### config.mk
export PLATFORM = sky130hd
export DESIGN_NAME = cht_can_access
export DESIGN_NICKNAME = d
export VERILOG_FILES = /design/src/include/cht_pkg.sv /design/src/cht_bit_timing.sv /design/src/cht_can_access.sv /design/src/cht_fifo.sv
export SDC_FILE = /design/constraint.sdc
export NUM_CORES = 1
export LEC_CHECK = 0
export BUFFER_PORTS_ARGS = -buffer_cell sky130_fd_sc_hd__buf_4
export CAP_MARGIN = 15
export CORE_MARGIN = 5
export CORE_UTILIZATION = 58
export DETAILED_ROUTE_END_ITERATION = 10
export GPL_TIMING_DRIVEN = 0
export PLACE_DENSITY = 0.85
export SLEW_MARGIN = 10
export SYNTH_ARGS = -nofsm -noshare
export SYNTH_HDL_FRONTEND = slang
export SYNTH_SLANG_ARGS = --single-unit
### constraint.sdc
create_clock -name mclk_i -period 4.84 [get_ports mclk_i]
set_input_delay 0.242 -clock mclk_i [delete_from_list [all_inputs] [get_ports mclk_i]]
set_output_delay 0.242 -clock mclk_i [all_outputs]
set_load 0.05 [all_outputs]
### src/include/cht_pkg.sv
package cht_pkg;

  // ==========================================================================
  // Special function register addresses seen by the CPU.
  localparam logic [7:0] SFR_STATUS_RAMADDR = 8'hD8;
  localparam logic [7:0] SFR_IRQ_COMMAND    = 8'hD9;
  localparam logic [7:0] SFR_DATA_WINDOW    = 8'hDA;
  localparam logic [7:0] SFR_INDEX_POINTER  = 8'hDB;

  // ==========================================================================
  // Index pointer layout and reset value.
  localparam logic [7:0] INDEX_RESET     = 8'h64;
  localparam int         IDX_AUTOINC_BIT = 5;
  localparam int         IDX_DMA_BIT     = 7;
  localparam logic [4:0] IDX_SEL_TOP     = 5'h1F;

  // ==========================================================================
  // Internal controller register map.
  localparam int         INT_REGS      = 32;
  localparam logic [4:0] REG_BTR0      = 5'h06;
  localparam logic [4:0] REG_BTR1      = 5'h07;
  localparam logic [4:0] TXBUF_BASE    = 5'h0A;
  localparam logic [4:0] RXBUF_BASE    = 5'h14;
  localparam logic [4:0] RXBUF_LAST    = 5'h1D;
  localparam logic [4:0] DSCR2_OFS     = 5'h01;
  localparam logic [3:0] DESCR_BYTES   = 4'h2;
  localparam logic [3:0] MAX_DLC       = 4'h8;
  localparam logic [7:0] RAM_DLC_OFS   = 8'h01;
  localparam logic [2:0] IRQ_RSVD_BITS = 3'h7;

  // ==========================================================================
  // Bit timing field positions.
  localparam int BTR0_SJW_LSB   = 6;
  localparam int BTR1_SAM_BIT   = 7;
  localparam int BTR1_PHASE_SEG_AFTER_SAMPLE_LSB = 4;

  // ==========================================================================
  // Data path buffer.
  localparam int FIFO_WIDTH = 8;
  localparam int FIFO_DEPTH = 8;

  typedef struct packed {
    logic       rd;
    logic       wr;
    logic [7:0] addr;
    logic [7:0] wdata;
  } cht_cpu_req_t;

  typedef struct packed {
    logic [3:0] phase_seg_before_sample;
    logic [2:0] phase_seg_after_sample;
    logic [1:0] sync_jump_width;
    logic       triple_sample_select;
  } cht_btcfg_t;

  typedef enum logic [1:0] {
    BT_SYNC = 2'b00,
    BT_SEG1 = 2'b01,
    BT_SEG2 = 2'b10
  } cht_bt_state_t;

  typedef enum logic [2:0] {
    DMA_IDLE     = 3'b000,
    DMA_DLC_REQ  = 3'b001,
    DMA_DLC_WAIT = 3'b010,
    DMA_DLC_GET  = 3'b011,
    DMA_MOVE     = 3'b100
  } cht_dma_state_t;

endpackage

### src/cht_bit_timing.sv
`timescale 1ns/10ps
`default_nettype none

module cht_bit_timing (
  input  wire logic                mclk_i,
  input  wire logic                rst_n_i,
  input  wire cht_pkg::cht_btcfg_t cfg_i,
  input  wire logic                bus_idle_i,
  input  wire logic                rx_i,
  output logic                     sample_o,
  output logic                     bit_o
);
  cht_pkg::cht_bt_state_t st_r;
  logic [4:0] cnt_r;
  logic [4:0] lim1_r;
  logic [4:0] lim2_r;
  logic       synced_r;
  logic       rx_d1_r;
  logic       rx_d2_r;
  logic [4:0] seg1;
  logic [4:0] seg2;
  logic [4:0] sync_jump_width;
  logic [4:0] mag;
  logic       edge_ok;
  logic       shorten;
  logic [4:0] lim2_eff;
  logic       maj;

  assign seg1     = 5'({1'b0, cfg_i.phase_seg_before_sample} + 5'h01);
  assign seg2     = 5'({2'b00, cfg_i.phase_seg_after_sample} + 5'h01);
  assign sync_jump_width      = 5'({3'b000, cfg_i.sync_jump_width} + 5'h01);
  assign mag      = 5'(lim2_r - cnt_r + 5'h01);
  assign edge_ok  = rx_d1_r && !rx_i && (rx_i != bit_o) && !synced_r;
  assign shorten  = edge_ok && (st_r == cht_pkg::BT_SEG2) && (mag > sync_jump_width);
  assign lim2_eff = shorten ? 5'(lim2_r - sync_jump_width) : lim2_r;
  assign maj      = (rx_i & rx_d1_r) | (rx_i & rx_d2_r) | (rx_d1_r & rx_d2_r);

  always_ff @(posedge mclk_i or negedge rst_n_i) begin
    if (!rst_n_i) begin
      rx_d1_r <= 1'b1;
      rx_d2_r <= 1'b1;
    end else begin
      rx_d1_r <= rx_i;
      rx_d2_r <= rx_d1_r;
    end
  end

  always_ff @(posedge mclk_i or negedge rst_n_i) begin
    if (!rst_n_i) begin
      st_r     <= cht_pkg::BT_SYNC;
      cnt_r    <= 5'h00;
      lim1_r   <= 5'h01;
      lim2_r   <= 5'h01;
      synced_r <= 1'b0;
      sample_o <= 1'b0;
      bit_o    <= 1'b1;
    end else begin
      sample_o <= 1'b0;
      if (edge_ok && bus_idle_i) begin
        st_r     <= cht_pkg::BT_SEG1;
        cnt_r    <= 5'h01;
        lim1_r   <= seg1;
        lim2_r   <= seg2;
        synced_r <= 1'b1;
      end else begin
        case (st_r)
          cht_pkg::BT_SYNC: begin
            st_r     <= cht_pkg::BT_SEG1;
            cnt_r    <= 5'h01;
            lim1_r   <= seg1;
            lim2_r   <= seg2;
            synced_r <= 1'b0;
          end
          cht_pkg::BT_SEG1: begin
            if (edge_ok) begin
              lim1_r   <= 5'(seg1 + ((cnt_r < sync_jump_width) ? cnt_r : sync_jump_width));
              synced_r <= 1'b1;
              cnt_r    <= 5'(cnt_r + 5'h01);
            end else if (cnt_r >= lim1_r) begin
              st_r     <= cht_pkg::BT_SEG2;
              cnt_r    <= 5'h01;
              sample_o <= 1'b1;
              bit_o    <= cfg_i.triple_sample_select ? maj : rx_i;
            end else begin
              cnt_r <= 5'(cnt_r + 5'h01);
            end
          end
          cht_pkg::BT_SEG2: begin
            if (edge_ok && !shorten) begin
              st_r     <= cht_pkg::BT_SEG1;
              cnt_r    <= 5'h01;
              lim1_r   <= seg1;
              synced_r <= 1'b1;
            end else begin
              if (shorten) begin
                lim2_r   <= lim2_eff;
                synced_r <= 1'b1;
              end
              if (cnt_r >= lim2_eff) begin
                st_r <= cht_pkg::BT_SYNC;
              end else begin
                cnt_r <= 5'(cnt_r + 5'h01);
              end
            end
          end
          default: begin
            st_r <= cht_pkg::BT_SYNC;
          end
        endcase
      end
    end
  end
endmodule // cht_bit_timing

`default_nettype wire

### src/cht_can_access.sv
`timescale 1ns/10ps
`default_nettype none

// How it works
// - Index low five bits pick the internal register; bit 5 steps, bit 7 starts DMA.
// - Index resets to 64h, selecting the acceptance code register.
// - Data window reads and writes the internal register the index selects.
// - Port D9 reads interrupts, writes commands; D8 reads status, writes RAM address.
// - With step enable set, each data window access advances the index.
// - Stepping past the top select value clears step enable.
// - DMA moves up to ten bytes quickly, one byte per clock; receive RAM writes wait for ram_gnt_i.
// - DMA bit starts length evaluation; transmit length comes from RAM address plus one.
// - Index 8Ah copies descriptor and data bytes from RAM into transmit buffer.
// - Index 94h..9Dh copies receive buffer from that byte onward into RAM.
// - Finished DMA clears the DMA and step enable bits.
// - Interrupts are held off from DMA start until its end.
// - No DMA while the controller reset request is high.
// - A bit is sync slot, then first and second segments.
// - Sample at first segment end; segments 1..16 and 1..8, jump 1..4.
// - Bus sampled once or three times with majority, by configuration.
// - Hard sync on the first falling edge while the bus is idle.
// - Resync lengthens segment one or shortens segment two by jump width at most.
// - Phase error zero in sync slot, positive in segment one, negative in two.
// - Small errors act as hard sync; larger ones adjust by the jump width.
// - At most one sync per bit, only when level differs from last sample.
module cht_can_access (
  input  wire logic                  mclk_i,
  input  wire logic                  rst_n_i,
  input  wire cht_pkg::cht_cpu_req_t cpu_req_i,
  output logic [7:0]                 cpu_rdata_o,
  input  wire logic [4:0]            ctl_irq_i,
  input  wire logic [7:0]            ctl_status_i,
  input  wire logic                  ctl_reset_req_i,
  output logic                       cmd_stb_o,
  output logic [7:0]                 cmd_data_o,
  input  wire logic                  rxbuf_we_i,
  input  wire logic [3:0]            rxbuf_idx_i,
  input  wire logic [7:0]            rxbuf_data_i,
  output logic [7:0]                 ram_addr_o,
  output logic                       ram_re_o,
  input  wire logic [7:0]            ram_rdata_i,
  output logic                       ram_we_o,
  output logic [7:0]                 ram_wdata_o,
  input  wire logic                  ram_gnt_i,
  output logic                       irq_hold_o,
  input  wire logic                  bus_idle_i,
  input  wire logic                  bus_rx_i,
  output logic                       sample_o,
  output logic                       rx_bit_o
);
  localparam int CW = $clog2(cht_pkg::FIFO_DEPTH + 1);

  // ==========================================================================
  // Shared helpers.
  function automatic logic [3:0] clip_dlc(input logic [3:0] dlc);
    clip_dlc = (dlc > cht_pkg::MAX_DLC) ? cht_pkg::MAX_DLC : dlc;
  endfunction

  function automatic logic [4:0] step_sel(input logic [4:0] sel);
    step_sel = 5'(sel + 5'h01);
  endfunction

  // ==========================================================================
  // State and wires.
  logic [7:0]              regs_r [cht_pkg::INT_REGS];
  logic [7:0]              index_r;
  logic [7:0]              ram_base_r;
  cht_pkg::cht_dma_state_t dma_st_r;
  logic                    dir_tx_r;
  logic [3:0]              total_r;
  logic [3:0]              src_r;
  logic [3:0]              dst_r;
  logic [4:0]              rx_first_r;
  logic                    rv_r;
  logic                    busy;
  logic                    wr_ok;
  logic                    rd_ok;
  logic                    win_acc;
  logic                    wr_index;
  logic                    tx_pick;
  logic                    rx_pick;
  logic                    start;
  logic [4:0]              rx_ofs;
  logic [3:0]              rx_end;
  logic                    done;
  logic                    issue_rd;
  logic                    f_in_valid;
  logic                    f_in_ready;
  logic [7:0]              f_in_data;
  logic                    f_out_valid;
  logic                    f_out_ready;
  logic [7:0]              f_out_data;
  logic [CW-1:0]           f_level;
  cht_pkg::cht_btcfg_t     bt_cfg;

  // ==========================================================================
  // CPU access decode.
  assign busy     = irq_hold_o;
  assign wr_ok    = cpu_req_i.wr && !busy;
  assign rd_ok    = cpu_req_i.rd && !busy;
  assign win_acc  = (wr_ok || rd_ok) && (cpu_req_i.addr == cht_pkg::SFR_DATA_WINDOW);
  assign wr_index = wr_ok && (cpu_req_i.addr == cht_pkg::SFR_INDEX_POINTER);
  assign tx_pick  = (cpu_req_i.wdata[4:0] == cht_pkg::TXBUF_BASE);
  assign rx_pick  = (cpu_req_i.wdata[4:0] >= cht_pkg::RXBUF_BASE) &&
                    (cpu_req_i.wdata[4:0] <= cht_pkg::RXBUF_LAST);
  // DMA bit starts, not in reset
  assign start    = wr_index && cpu_req_i.wdata[cht_pkg::IDX_DMA_BIT] && !ctl_reset_req_i &&
                    (tx_pick || rx_pick);
  assign rx_ofs   = 5'(cpu_req_i.wdata[4:0] - cht_pkg::RXBUF_BASE);
  assign rx_end   = 4'(cht_pkg::DESCR_BYTES +
                    clip_dlc(regs_r[5'(cht_pkg::RXBUF_BASE + cht_pkg::DSCR2_OFS)][3:0]));

  // ==========================================================================
  // Index pointer.
  always_ff @(posedge mclk_i or negedge rst_n_i) begin
    if (!rst_n_i) begin
      index_r <= cht_pkg::INDEX_RESET;
    end else if (wr_index) begin
      index_r <= cpu_req_i.wdata;
    end else if (done) begin
      index_r[cht_pkg::IDX_DMA_BIT]     <= 1'b0;
      index_r[cht_pkg::IDX_AUTOINC_BIT] <= 1'b0;
    end else if (win_acc && index_r[cht_pkg::IDX_AUTOINC_BIT]) begin
      index_r[4:0] <= step_sel(index_r[4:0]);
      if (index_r[4:0] == cht_pkg::IDX_SEL_TOP) begin
        index_r[cht_pkg::IDX_AUTOINC_BIT] <= 1'b0;
      end
    end
  end

  // ==========================================================================
  // RAM address port and command port writes.
  always_ff @(posedge mclk_i or negedge rst_n_i) begin
    if (!rst_n_i) begin
      ram_base_r <= 8'h00;
      cmd_stb_o  <= 1'b0;
      cmd_data_o <= 8'h00;
    end else begin
      cmd_stb_o <= 1'b0;
      // write side of the mixed ports
      if (wr_ok && (cpu_req_i.addr == cht_pkg::SFR_STATUS_RAMADDR)) begin
        ram_base_r <= cpu_req_i.wdata;
      end
      if (wr_ok && (cpu_req_i.addr == cht_pkg::SFR_IRQ_COMMAND)) begin
        cmd_stb_o  <= 1'b1;
        cmd_data_o <= cpu_req_i.wdata;
      end
    end
  end

  // ==========================================================================
  // CPU read data.
  always_ff @(posedge mclk_i or negedge rst_n_i) begin
    if (!rst_n_i) begin
      cpu_rdata_o <= 8'h00;
    end else if (rd_ok) begin
      case (cpu_req_i.addr)
        cht_pkg::SFR_INDEX_POINTER: cpu_rdata_o <= index_r;
        cht_pkg::SFR_DATA_WINDOW:   cpu_rdata_o <= regs_r[index_r[4:0]];
        // read side of the mixed ports
        cht_pkg::SFR_IRQ_COMMAND:   cpu_rdata_o <= {cht_pkg::IRQ_RSVD_BITS, ctl_irq_i};
        cht_pkg::SFR_STATUS_RAMADDR: cpu_rdata_o <= ctl_status_i;
        default:                    cpu_rdata_o <= 8'h00;
      endcase
    end
  end

  // ==========================================================================
  // Internal controller registers.
  always_ff @(posedge mclk_i or negedge rst_n_i) begin
    if (!rst_n_i) begin
      for (int i = 0; i < cht_pkg::INT_REGS; i++) begin
        regs_r[i] <= 8'h00;
      end
    end else begin
      if (win_acc && wr_ok) begin
        regs_r[index_r[4:0]] <= cpu_req_i.wdata;
      end
      if (f_out_valid && f_out_ready && dir_tx_r) begin
        regs_r[5'(cht_pkg::TXBUF_BASE + {1'b0, dst_r})] <= f_out_data;
      end
      if (rxbuf_we_i) begin
        regs_r[5'(cht_pkg::RXBUF_BASE + {1'b0, rxbuf_idx_i})] <= rxbuf_data_i;
      end
    end
  end

  // ==========================================================================
  // DMA sequencer.
  assign done = (dma_st_r == cht_pkg::DMA_MOVE) && (dst_r == total_r) && !f_out_valid &&
                !ram_re_o && !rv_r;
  assign issue_rd = (dma_st_r == cht_pkg::DMA_MOVE) && dir_tx_r && (src_r < total_r) &&
                    ((32'(f_level) + 32'(ram_re_o) + 32'(rv_r)) < 32'(cht_pkg::FIFO_DEPTH));

  always_ff @(posedge mclk_i or negedge rst_n_i) begin
    if (!rst_n_i) begin
      dma_st_r   <= cht_pkg::DMA_IDLE;
      dir_tx_r   <= 1'b0;
      total_r    <= 4'h0;
      rx_first_r <= 5'h00;
    end else begin
      case (dma_st_r)
        cht_pkg::DMA_IDLE: begin
          if (start) begin
            dir_tx_r   <= tx_pick;
            rx_first_r <= cpu_req_i.wdata[4:0];
            total_r    <= (rx_end > rx_ofs[3:0]) ? 4'(rx_end - rx_ofs[3:0]) : 4'h0;
            dma_st_r   <= tx_pick ? cht_pkg::DMA_DLC_REQ : cht_pkg::DMA_MOVE;
          end
        end
        cht_pkg::DMA_DLC_REQ:  dma_st_r <= cht_pkg::DMA_DLC_WAIT;
        cht_pkg::DMA_DLC_GET: begin
          total_r  <= 4'(cht_pkg::DESCR_BYTES + clip_dlc(ram_rdata_i[3:0]));
          dma_st_r <= cht_pkg::DMA_MOVE;
        end
        cht_pkg::DMA_DLC_WAIT: dma_st_r <= cht_pkg::DMA_DLC_GET;
        cht_pkg::DMA_MOVE: begin
          if (done) begin
            dma_st_r <= cht_pkg::DMA_IDLE;
          end
        end
        default: dma_st_r <= cht_pkg::DMA_IDLE;
      endcase
    end
  end

  always_ff @(posedge mclk_i or negedge rst_n_i) begin
    if (!rst_n_i) begin
      irq_hold_o <= 1'b0;
    end else if (start) begin
      irq_hold_o <= 1'b1;
    end else if (done) begin
      irq_hold_o <= 1'b0;
    end
  end

  // ==========================================================================
  // Source and drain counters.
  always_ff @(posedge mclk_i or negedge rst_n_i) begin
    if (!rst_n_i) begin
      src_r <= 4'h0;
      dst_r <= 4'h0;
    end else if (start) begin
      src_r <= 4'h0;
      dst_r <= 4'h0;
    end else begin
      if (issue_rd || (f_in_valid && f_in_ready && !dir_tx_r)) begin
        src_r <= 4'(src_r + 4'h1);
      end
      if (f_out_valid && f_out_ready) begin
        dst_r <= 4'(dst_r + 4'h1);
      end
    end
  end

  // ==========================================================================
  // Main RAM port.
  always_ff @(posedge mclk_i or negedge rst_n_i) begin
    if (!rst_n_i) begin
      ram_addr_o  <= 8'h00;
      ram_re_o    <= 1'b0;
      ram_we_o    <= 1'b0;
      ram_wdata_o <= 8'h00;
      rv_r        <= 1'b0;
    end else begin
      ram_re_o <= 1'b0;
      ram_we_o <= 1'b0;
      rv_r     <= ram_re_o && (dma_st_r == cht_pkg::DMA_MOVE);
      if (dma_st_r == cht_pkg::DMA_DLC_REQ) begin
        ram_re_o   <= 1'b1;
        ram_addr_o <= 8'(ram_base_r + cht_pkg::RAM_DLC_OFS);
      end else if (issue_rd) begin
        ram_re_o   <= 1'b1;
        ram_addr_o <= 8'(ram_base_r + {4'h0, src_r});
      end else if (f_out_valid && f_out_ready && !dir_tx_r) begin
        ram_we_o    <= 1'b1;
        ram_addr_o  <= 8'(ram_base_r + {4'h0, dst_r});
        ram_wdata_o <= f_out_data;
      end
    end
  end

  // ==========================================================================
  // Data path buffer.
  assign f_in_valid  = dir_tx_r ? rv_r :
                       ((dma_st_r == cht_pkg::DMA_MOVE) && (src_r < total_r));
  assign f_in_data   = dir_tx_r ? ram_rdata_i : regs_r[5'(rx_first_r + {1'b0, src_r})];
  assign f_out_ready = dir_tx_r || ram_gnt_i;

  cht_fifo #(
    .WIDTH (cht_pkg::FIFO_WIDTH),
    .DEPTH (cht_pkg::FIFO_DEPTH)
  ) u_fifo (
    .mclk_i      (mclk_i),
    .rst_n_i     (rst_n_i),
    .in_valid_i  (f_in_valid),
    .in_ready_o  (f_in_ready),
    .in_data_i   (f_in_data),
    .out_valid_o (f_out_valid),
    .out_ready_i (f_out_ready),
    .out_data_o  (f_out_data),
    .level_o     (f_level)
  );

  // ==========================================================================
  // Bit timing.
  // segment and jump fields
  assign bt_cfg.phase_seg_before_sample = regs_r[cht_pkg::REG_BTR1][3:0];
  assign bt_cfg.phase_seg_after_sample = regs_r[cht_pkg::REG_BTR1][cht_pkg::BTR1_PHASE_SEG_AFTER_SAMPLE_LSB +: 3];
  assign bt_cfg.sync_jump_width   = regs_r[cht_pkg::REG_BTR0][cht_pkg::BTR0_SJW_LSB +: 2];
  assign bt_cfg.triple_sample_select   = regs_r[cht_pkg::REG_BTR1][cht_pkg::BTR1_SAM_BIT];

  cht_bit_timing u_bit_timing (
    .mclk_i     (mclk_i),
    .rst_n_i    (rst_n_i),
    .cfg_i      (bt_cfg),
    .bus_idle_i (bus_idle_i),
    .rx_i       (bus_rx_i),
    .sample_o   (sample_o),
    .bit_o      (rx_bit_o)
  );
endmodule // cht_can_access

`default_nettype wire

### src/cht_fifo.sv
`timescale 1ns/10ps
`default_nettype none

module cht_fifo #(
  parameter int WIDTH = 8,
  parameter int DEPTH = 8
) (
  input  wire logic                       mclk_i,
  input  wire logic                       rst_n_i,
  input  wire logic                       in_valid_i,
  output logic                            in_ready_o,
  input  wire logic [WIDTH-1:0]           in_data_i,
  output logic                            out_valid_o,
  input  wire logic                       out_ready_i,
  output logic [WIDTH-1:0]                out_data_o,
  output logic [$clog2(DEPTH+1)-1:0]      level_o
);
  localparam int AW = $clog2(DEPTH);
  localparam int CW = $clog2(DEPTH + 1);

  logic [WIDTH-1:0] mem [DEPTH];
  logic [AW-1:0]    wptr_r;
  logic [AW-1:0]    rptr_r;
  logic [CW-1:0]    cnt_r;
  logic             push;
  logic             pop;

  assign in_ready_o  = (cnt_r != CW'(DEPTH));
  assign out_valid_o = (cnt_r != '0);
  assign out_data_o  = mem[rptr_r];
  assign level_o     = cnt_r;
  assign push        = in_valid_i && in_ready_o;
  assign pop         = out_valid_o && out_ready_i;

  always_ff @(posedge mclk_i) begin
    if (push) begin
      mem[wptr_r] <= in_data_i;
    end
  end

  always_ff @(posedge mclk_i or negedge rst_n_i) begin
    if (!rst_n_i) begin
      wptr_r <= '0;
      rptr_r <= '0;
      cnt_r  <= '0;
    end else begin
      if (push) begin
        wptr_r <= (wptr_r == AW'(DEPTH - 1)) ? '0 : AW'(wptr_r + 1'b1);
      end
      if (pop) begin
        rptr_r <= (rptr_r == AW'(DEPTH - 1)) ? '0 : AW'(rptr_r + 1'b1);
      end
      if (push && !pop) begin
        cnt_r <= CW'(cnt_r + 1'b1);
      end else if (pop && !push) begin
        cnt_r <= CW'(cnt_r - 1'b1);
      end
    end
  end
endmodule // cht_fifo

`default_nettype wire

==> results.cfg <==
[status]
status = finished with violations
violations = DRC, setup timing

[floorplan]
fp.dieArea_mm2 = 0.0544
rows = 81
top_level_ports = 96
coreArea_mm2 = 0.0491
die_width_um = 233
starting_density_of_the_core_pct = 58.9
die_height_um = 233

[synthesis]
seq_area_frac_synth_pct = 38.1
synth_async_sr_flop_share_pct = 85.0
synth_nets = 2731
netlist_instances = 2585
synth_ff_type = sky130_fd_sc_hd__dfrtp_1
syn_area_per_cell_um2 = 11.2
yosys.cell_types.count = 70
yosys_register_bits = 426
synth_edf_count = 64
synthesis.yosys.warnings = 0
syn-cell-area_mm2 = 0.0289

[sta]
setup_violations = 1
timing.final.crit_period_ns = 4.84
drv_slew = 0
final.hold.worst_slack_ns = 0.00512
setup_slack_ns = -0.00180
final_min_period_over_clock_period_pct = 100
achievable-frequency_mhz = 207
maxSlewHeadroom_pct = 12.7
finalClockSkew_ns = 0.0253
worst-slew-pin-transition_ns = 1.27
final_hold_viol_count = 0

[clock_network]
worst_skew_pair.late_latency_ns = 0.62
tritoncts = done
cts_htree_levels = 2
total_clock_buffers_created_by_cts = 49
worst_setup_hold_path_clk_slew_ns = 0.06
cts.sink_count = 426
clk_root_buffer_cell = sky130_fd_sc_hd__clkbuf_16
clk_path_buf_depth = 3

[worst_hold_path]
launch_instance_of_the_worst_min_delay_path = ctl_status_i[2]
hold_path.class = input port to register
holdPathStages = 3
holdPathEnd = cpu_rdata_o[2]

[route]
post_drt_wl_per_cell_um = 30.9
viasPerCell = 7.09
detail_route.drc_violations = 2
total_iterations_of_the_first_detailed_routing_run = 9
ant_nets = 0
detailroute.via_count = 24500
detail_route.wirelength_mm = 107
drtIter0Drc = 3760

[worst_setup_path]
critical_path.startpoint_type = register
ff2ff_setup_slack_ns = -0.002
rr_endpoint = u_fifo.mem[6][7]
reg2reg_from = src_r[0]
crit_path_max_fanout = 10
worstSetupPathType = register to register
critical_path_required_ns = 5.06
critical_path.endpoint_type = register
worst-endpoint-arrival_ns = 5.06
rr_worst_depth = 7

[power]
power_density_mw_per_mm2 = 537
cellLeakagePower_nw = 12.9
power.ir.vdd_worst_mv = 0.320

[global_routing]
number_of_global_route_vias_before_repair = 23600
grt_pass1_wl_mm = 155
antenna_found_initial = 9
grt_max_degree = 111
grt-ovfl-total = 0
globalRouteTotalUtil_pct = 38.7

[place]
detailedPlacementHpwl_mm = 77.6
io_buffers = 86
place.gp.congestion = 1.11
dpl_cell_area_mm2 = 0.0305

[finish]
layout_stage_area_growth_over_the_synthesis_result_pct = 12.0
mostFrequentLayoutCell = sky130_fd_sc_hd__mux2i_1
commonest_cells_after_routing_fill_and_taps_aside = sky130_fd_sc_hd__mux2i_1 (359), sky130_fd_sc_hd__dfrtp_1 (352), sky130_fd_sc_hd__mux2_2 (265)
layout-drive-gt1-share_pct = 26.2
final_net_count = 2898
final_area_mm2 = 0.0324

[flow_run]
timing.max_cap.violations = 0
[layout make-up]
class,count,area [µm²]
diodes,2,5.00
plain buffers,193,773
clock buffers,63,1320
clock inverters,22,220
fillers,3667,16700
inverters,66,248
multi-input cells,1899,17000
flip-flops and latches,426,11000
well taps,664,831
repair buffers,117,983
[worst max path at each step]
stage	slack, ns	endpoint	depth (start not counted)	startpoint
after floorplan	0.31	u_bit_timing.st_r[0]	20	u_bit_timing.lim2_r[1]
after global placement	-0.49	u_bit_timing.st_r[0]	19	u_bit_timing.cnt_r[0]
after detailed placement	-0.54	u_bit_timing.st_r[0]	19	u_bit_timing.cnt_r[0]
after CTS	0.03	u_bit_timing.cnt_r[2]	20	u_bit_timing.lim2_r[1]
after global routing	-0.07	u_bit_timing.st_r[0]	20	u_bit_timing.cnt_r[1]
final	-0.002	u_fifo.mem[6][7]	7	src_r[0]
[flip-flops by register name, summed over array words and instances (netlist names), 8 cells and up]
| register | flops |
|---|---|
| regs_r | 246 |
| ram_wdata_o | 8 |
| u_fifo.mem | 64 |
| bt_cfg | 10 |
| cpu_rdata_o | 8 |
| ram_base_r | 8 |
| ram_addr_o | 8 |
| cmd_data_o | 8 |
| index_r | 8 |
[kinds of logic after synthesis]
logic type / share of synthesized area (%)
other: 0.0130
multiplexers: 35.3
flip-flops: 38.1
AO/OA/AOI/OAI: 8.41
buffers and inverters: 3.52
XOR/XNOR: 1.24
adder cells (fa/ha/maj): 3.99
AND/OR/NAND/NOR: 9.47
[timing repair]
action	in CTS	in global routing
pin swaps	3	4
buffers inserted	5	8
cloned	0	0
setup endpoints to repair	7	39
gates resized for setup	10	19
endpoints found under the hold margin	102	0
hold buffers	12	0
[cell usage after synthesis (8+ instances only)]
library cell / count / share of area [%]
sky130_fd_sc_hd__nand2_1: 213 / 2.8
sky130_fd_sc_hd__clkbuf_1: 144 / 1.9
sky130_fd_sc_hd__or2_2: 8 / 0.17
sky130_fd_sc_hd__nor3_1: 17 / 0.29
sky130_fd_sc_hd__nand4_1: 14 / 0.30
sky130_fd_sc_hd__nor3b_1: 9 / 0.23
sky130_fd_sc_hd__a21o_1: 30 / 0.78
sky130_fd_sc_hd__a221oi_1: 9 / 0.27
sky130_fd_sc_hd__ha_1: 81 / 3.5
sky130_fd_sc_hd__nand2b_1: 20 / 0.43
sky130_fd_sc_hd__and3_1: 9 / 0.19
sky130_fd_sc_hd__nand3_1: 27 / 0.47
sky130_fd_sc_hd__nor2b_1: 16 / 0.35
sky130_fd_sc_hd__nor2_2: 33 / 0.71
sky130_fd_sc_hd__inv_1: 66 / 0.86
sky130_fd_sc_hd__a211oi_1: 21 / 0.55
sky130_fd_sc_hd__mux4_2: 160 / 12
sky130_fd_sc_hd__dfrtp_1: 354 / 31
sky130_fd_sc_hd__buf_1: 17 / 0.22
sky130_fd_sc_hd__a22oi_1: 33 / 0.86
sky130_fd_sc_hd__buf_2: 33 / 0.57
sky130_fd_sc_hd__mux2_2: 265 / 10
sky130_fd_sc_hd__xnor2_1: 22 / 0.67
sky130_fd_sc_hd__a21oi_1: 141 / 2.4
sky130_fd_sc_hd__dfstp_2: 8 / 0.73
sky130_fd_sc_hd__o21ai_0: 141 / 2.4
sky130_fd_sc_hd__xor2_1: 19 / 0.58
sky130_fd_sc_hd__and2_1: 8 / 0.17
sky130_fd_sc_hd__nor2_1: 151 / 2.0
sky130_fd_sc_hd__nand2_2: 8 / 0.17
sky130_fd_sc_hd__edfxtp_1: 64 / 6.7
sky130_fd_sc_hd__mux2i_1: 360 / 12
[worst max-delay path, stage by stage, from the launching register on]
cell and delay [ns]:
sky130_fd_sc_hd__dfrtp_1 0.48, sky130_fd_sc_hd__ha_1 0.27, sky130_fd_sc_hd__fa_1 1.12, sky130_fd_sc_hd__clkbuf_1 0.79, sky130_fd_sc_hd__mux4_2 0.47, sky130_fd_sc_hd__mux4_2 0.51, sky130_fd_sc_hd__mux2i_1 0.37, sky130_fd_sc_hd__o21ai_0 0.41
[power breakdown]
group	internal (W)	switching (W)	leakage, nW	total, W
sequential	0.00462	0.000704	4.90	0.00533
combinational	0.00318	0.00516	7.28	0.00834
clock	0.00213	0.00159	0.752	0.00372
total	0.00993	0.00745	12.9	0.0174
[per-stage QoR]
| step | setup TNS, ns | utilization [%] | total power [W] | instances | setup slack, ns |
|---|---|---|---|---|---|
| finish | -0.00180 | 66.0 | 0.0174 | 3452 | -0.00180 |
| detailed placement | -2.08 | 62.1 | 0.0131 | 3338 | -0.538 |
| CTS | 0 | 65.7 | 0.0169 | 3440 | 0.0272 |
| floorplan | 0 | - | 0.0102 | 2585 | 0.309 |
| global placement | -27.76 | 61.9 | 0.0127 | 3335 | -0.494 |
| global route | -0.117 | 66.0 | 0.0179 | 3450 | -0.0666 |
[layer usage]
| metal | vias up | global-route usage (%) | wire (µm) |
|---|---|---|---|
| met1 | 12200 | 52.6 | 39600 |
| met2 | 1934 | 56.3 | 44800 |
| met4 | 8 | 22.2 | 8080 |
| met5 | - | 0.827 | 88 |
| li1 | 9871 | - | - |
| met3 | 470 | 10.3 | 14100 |
(Power assumes the default switching activity.)
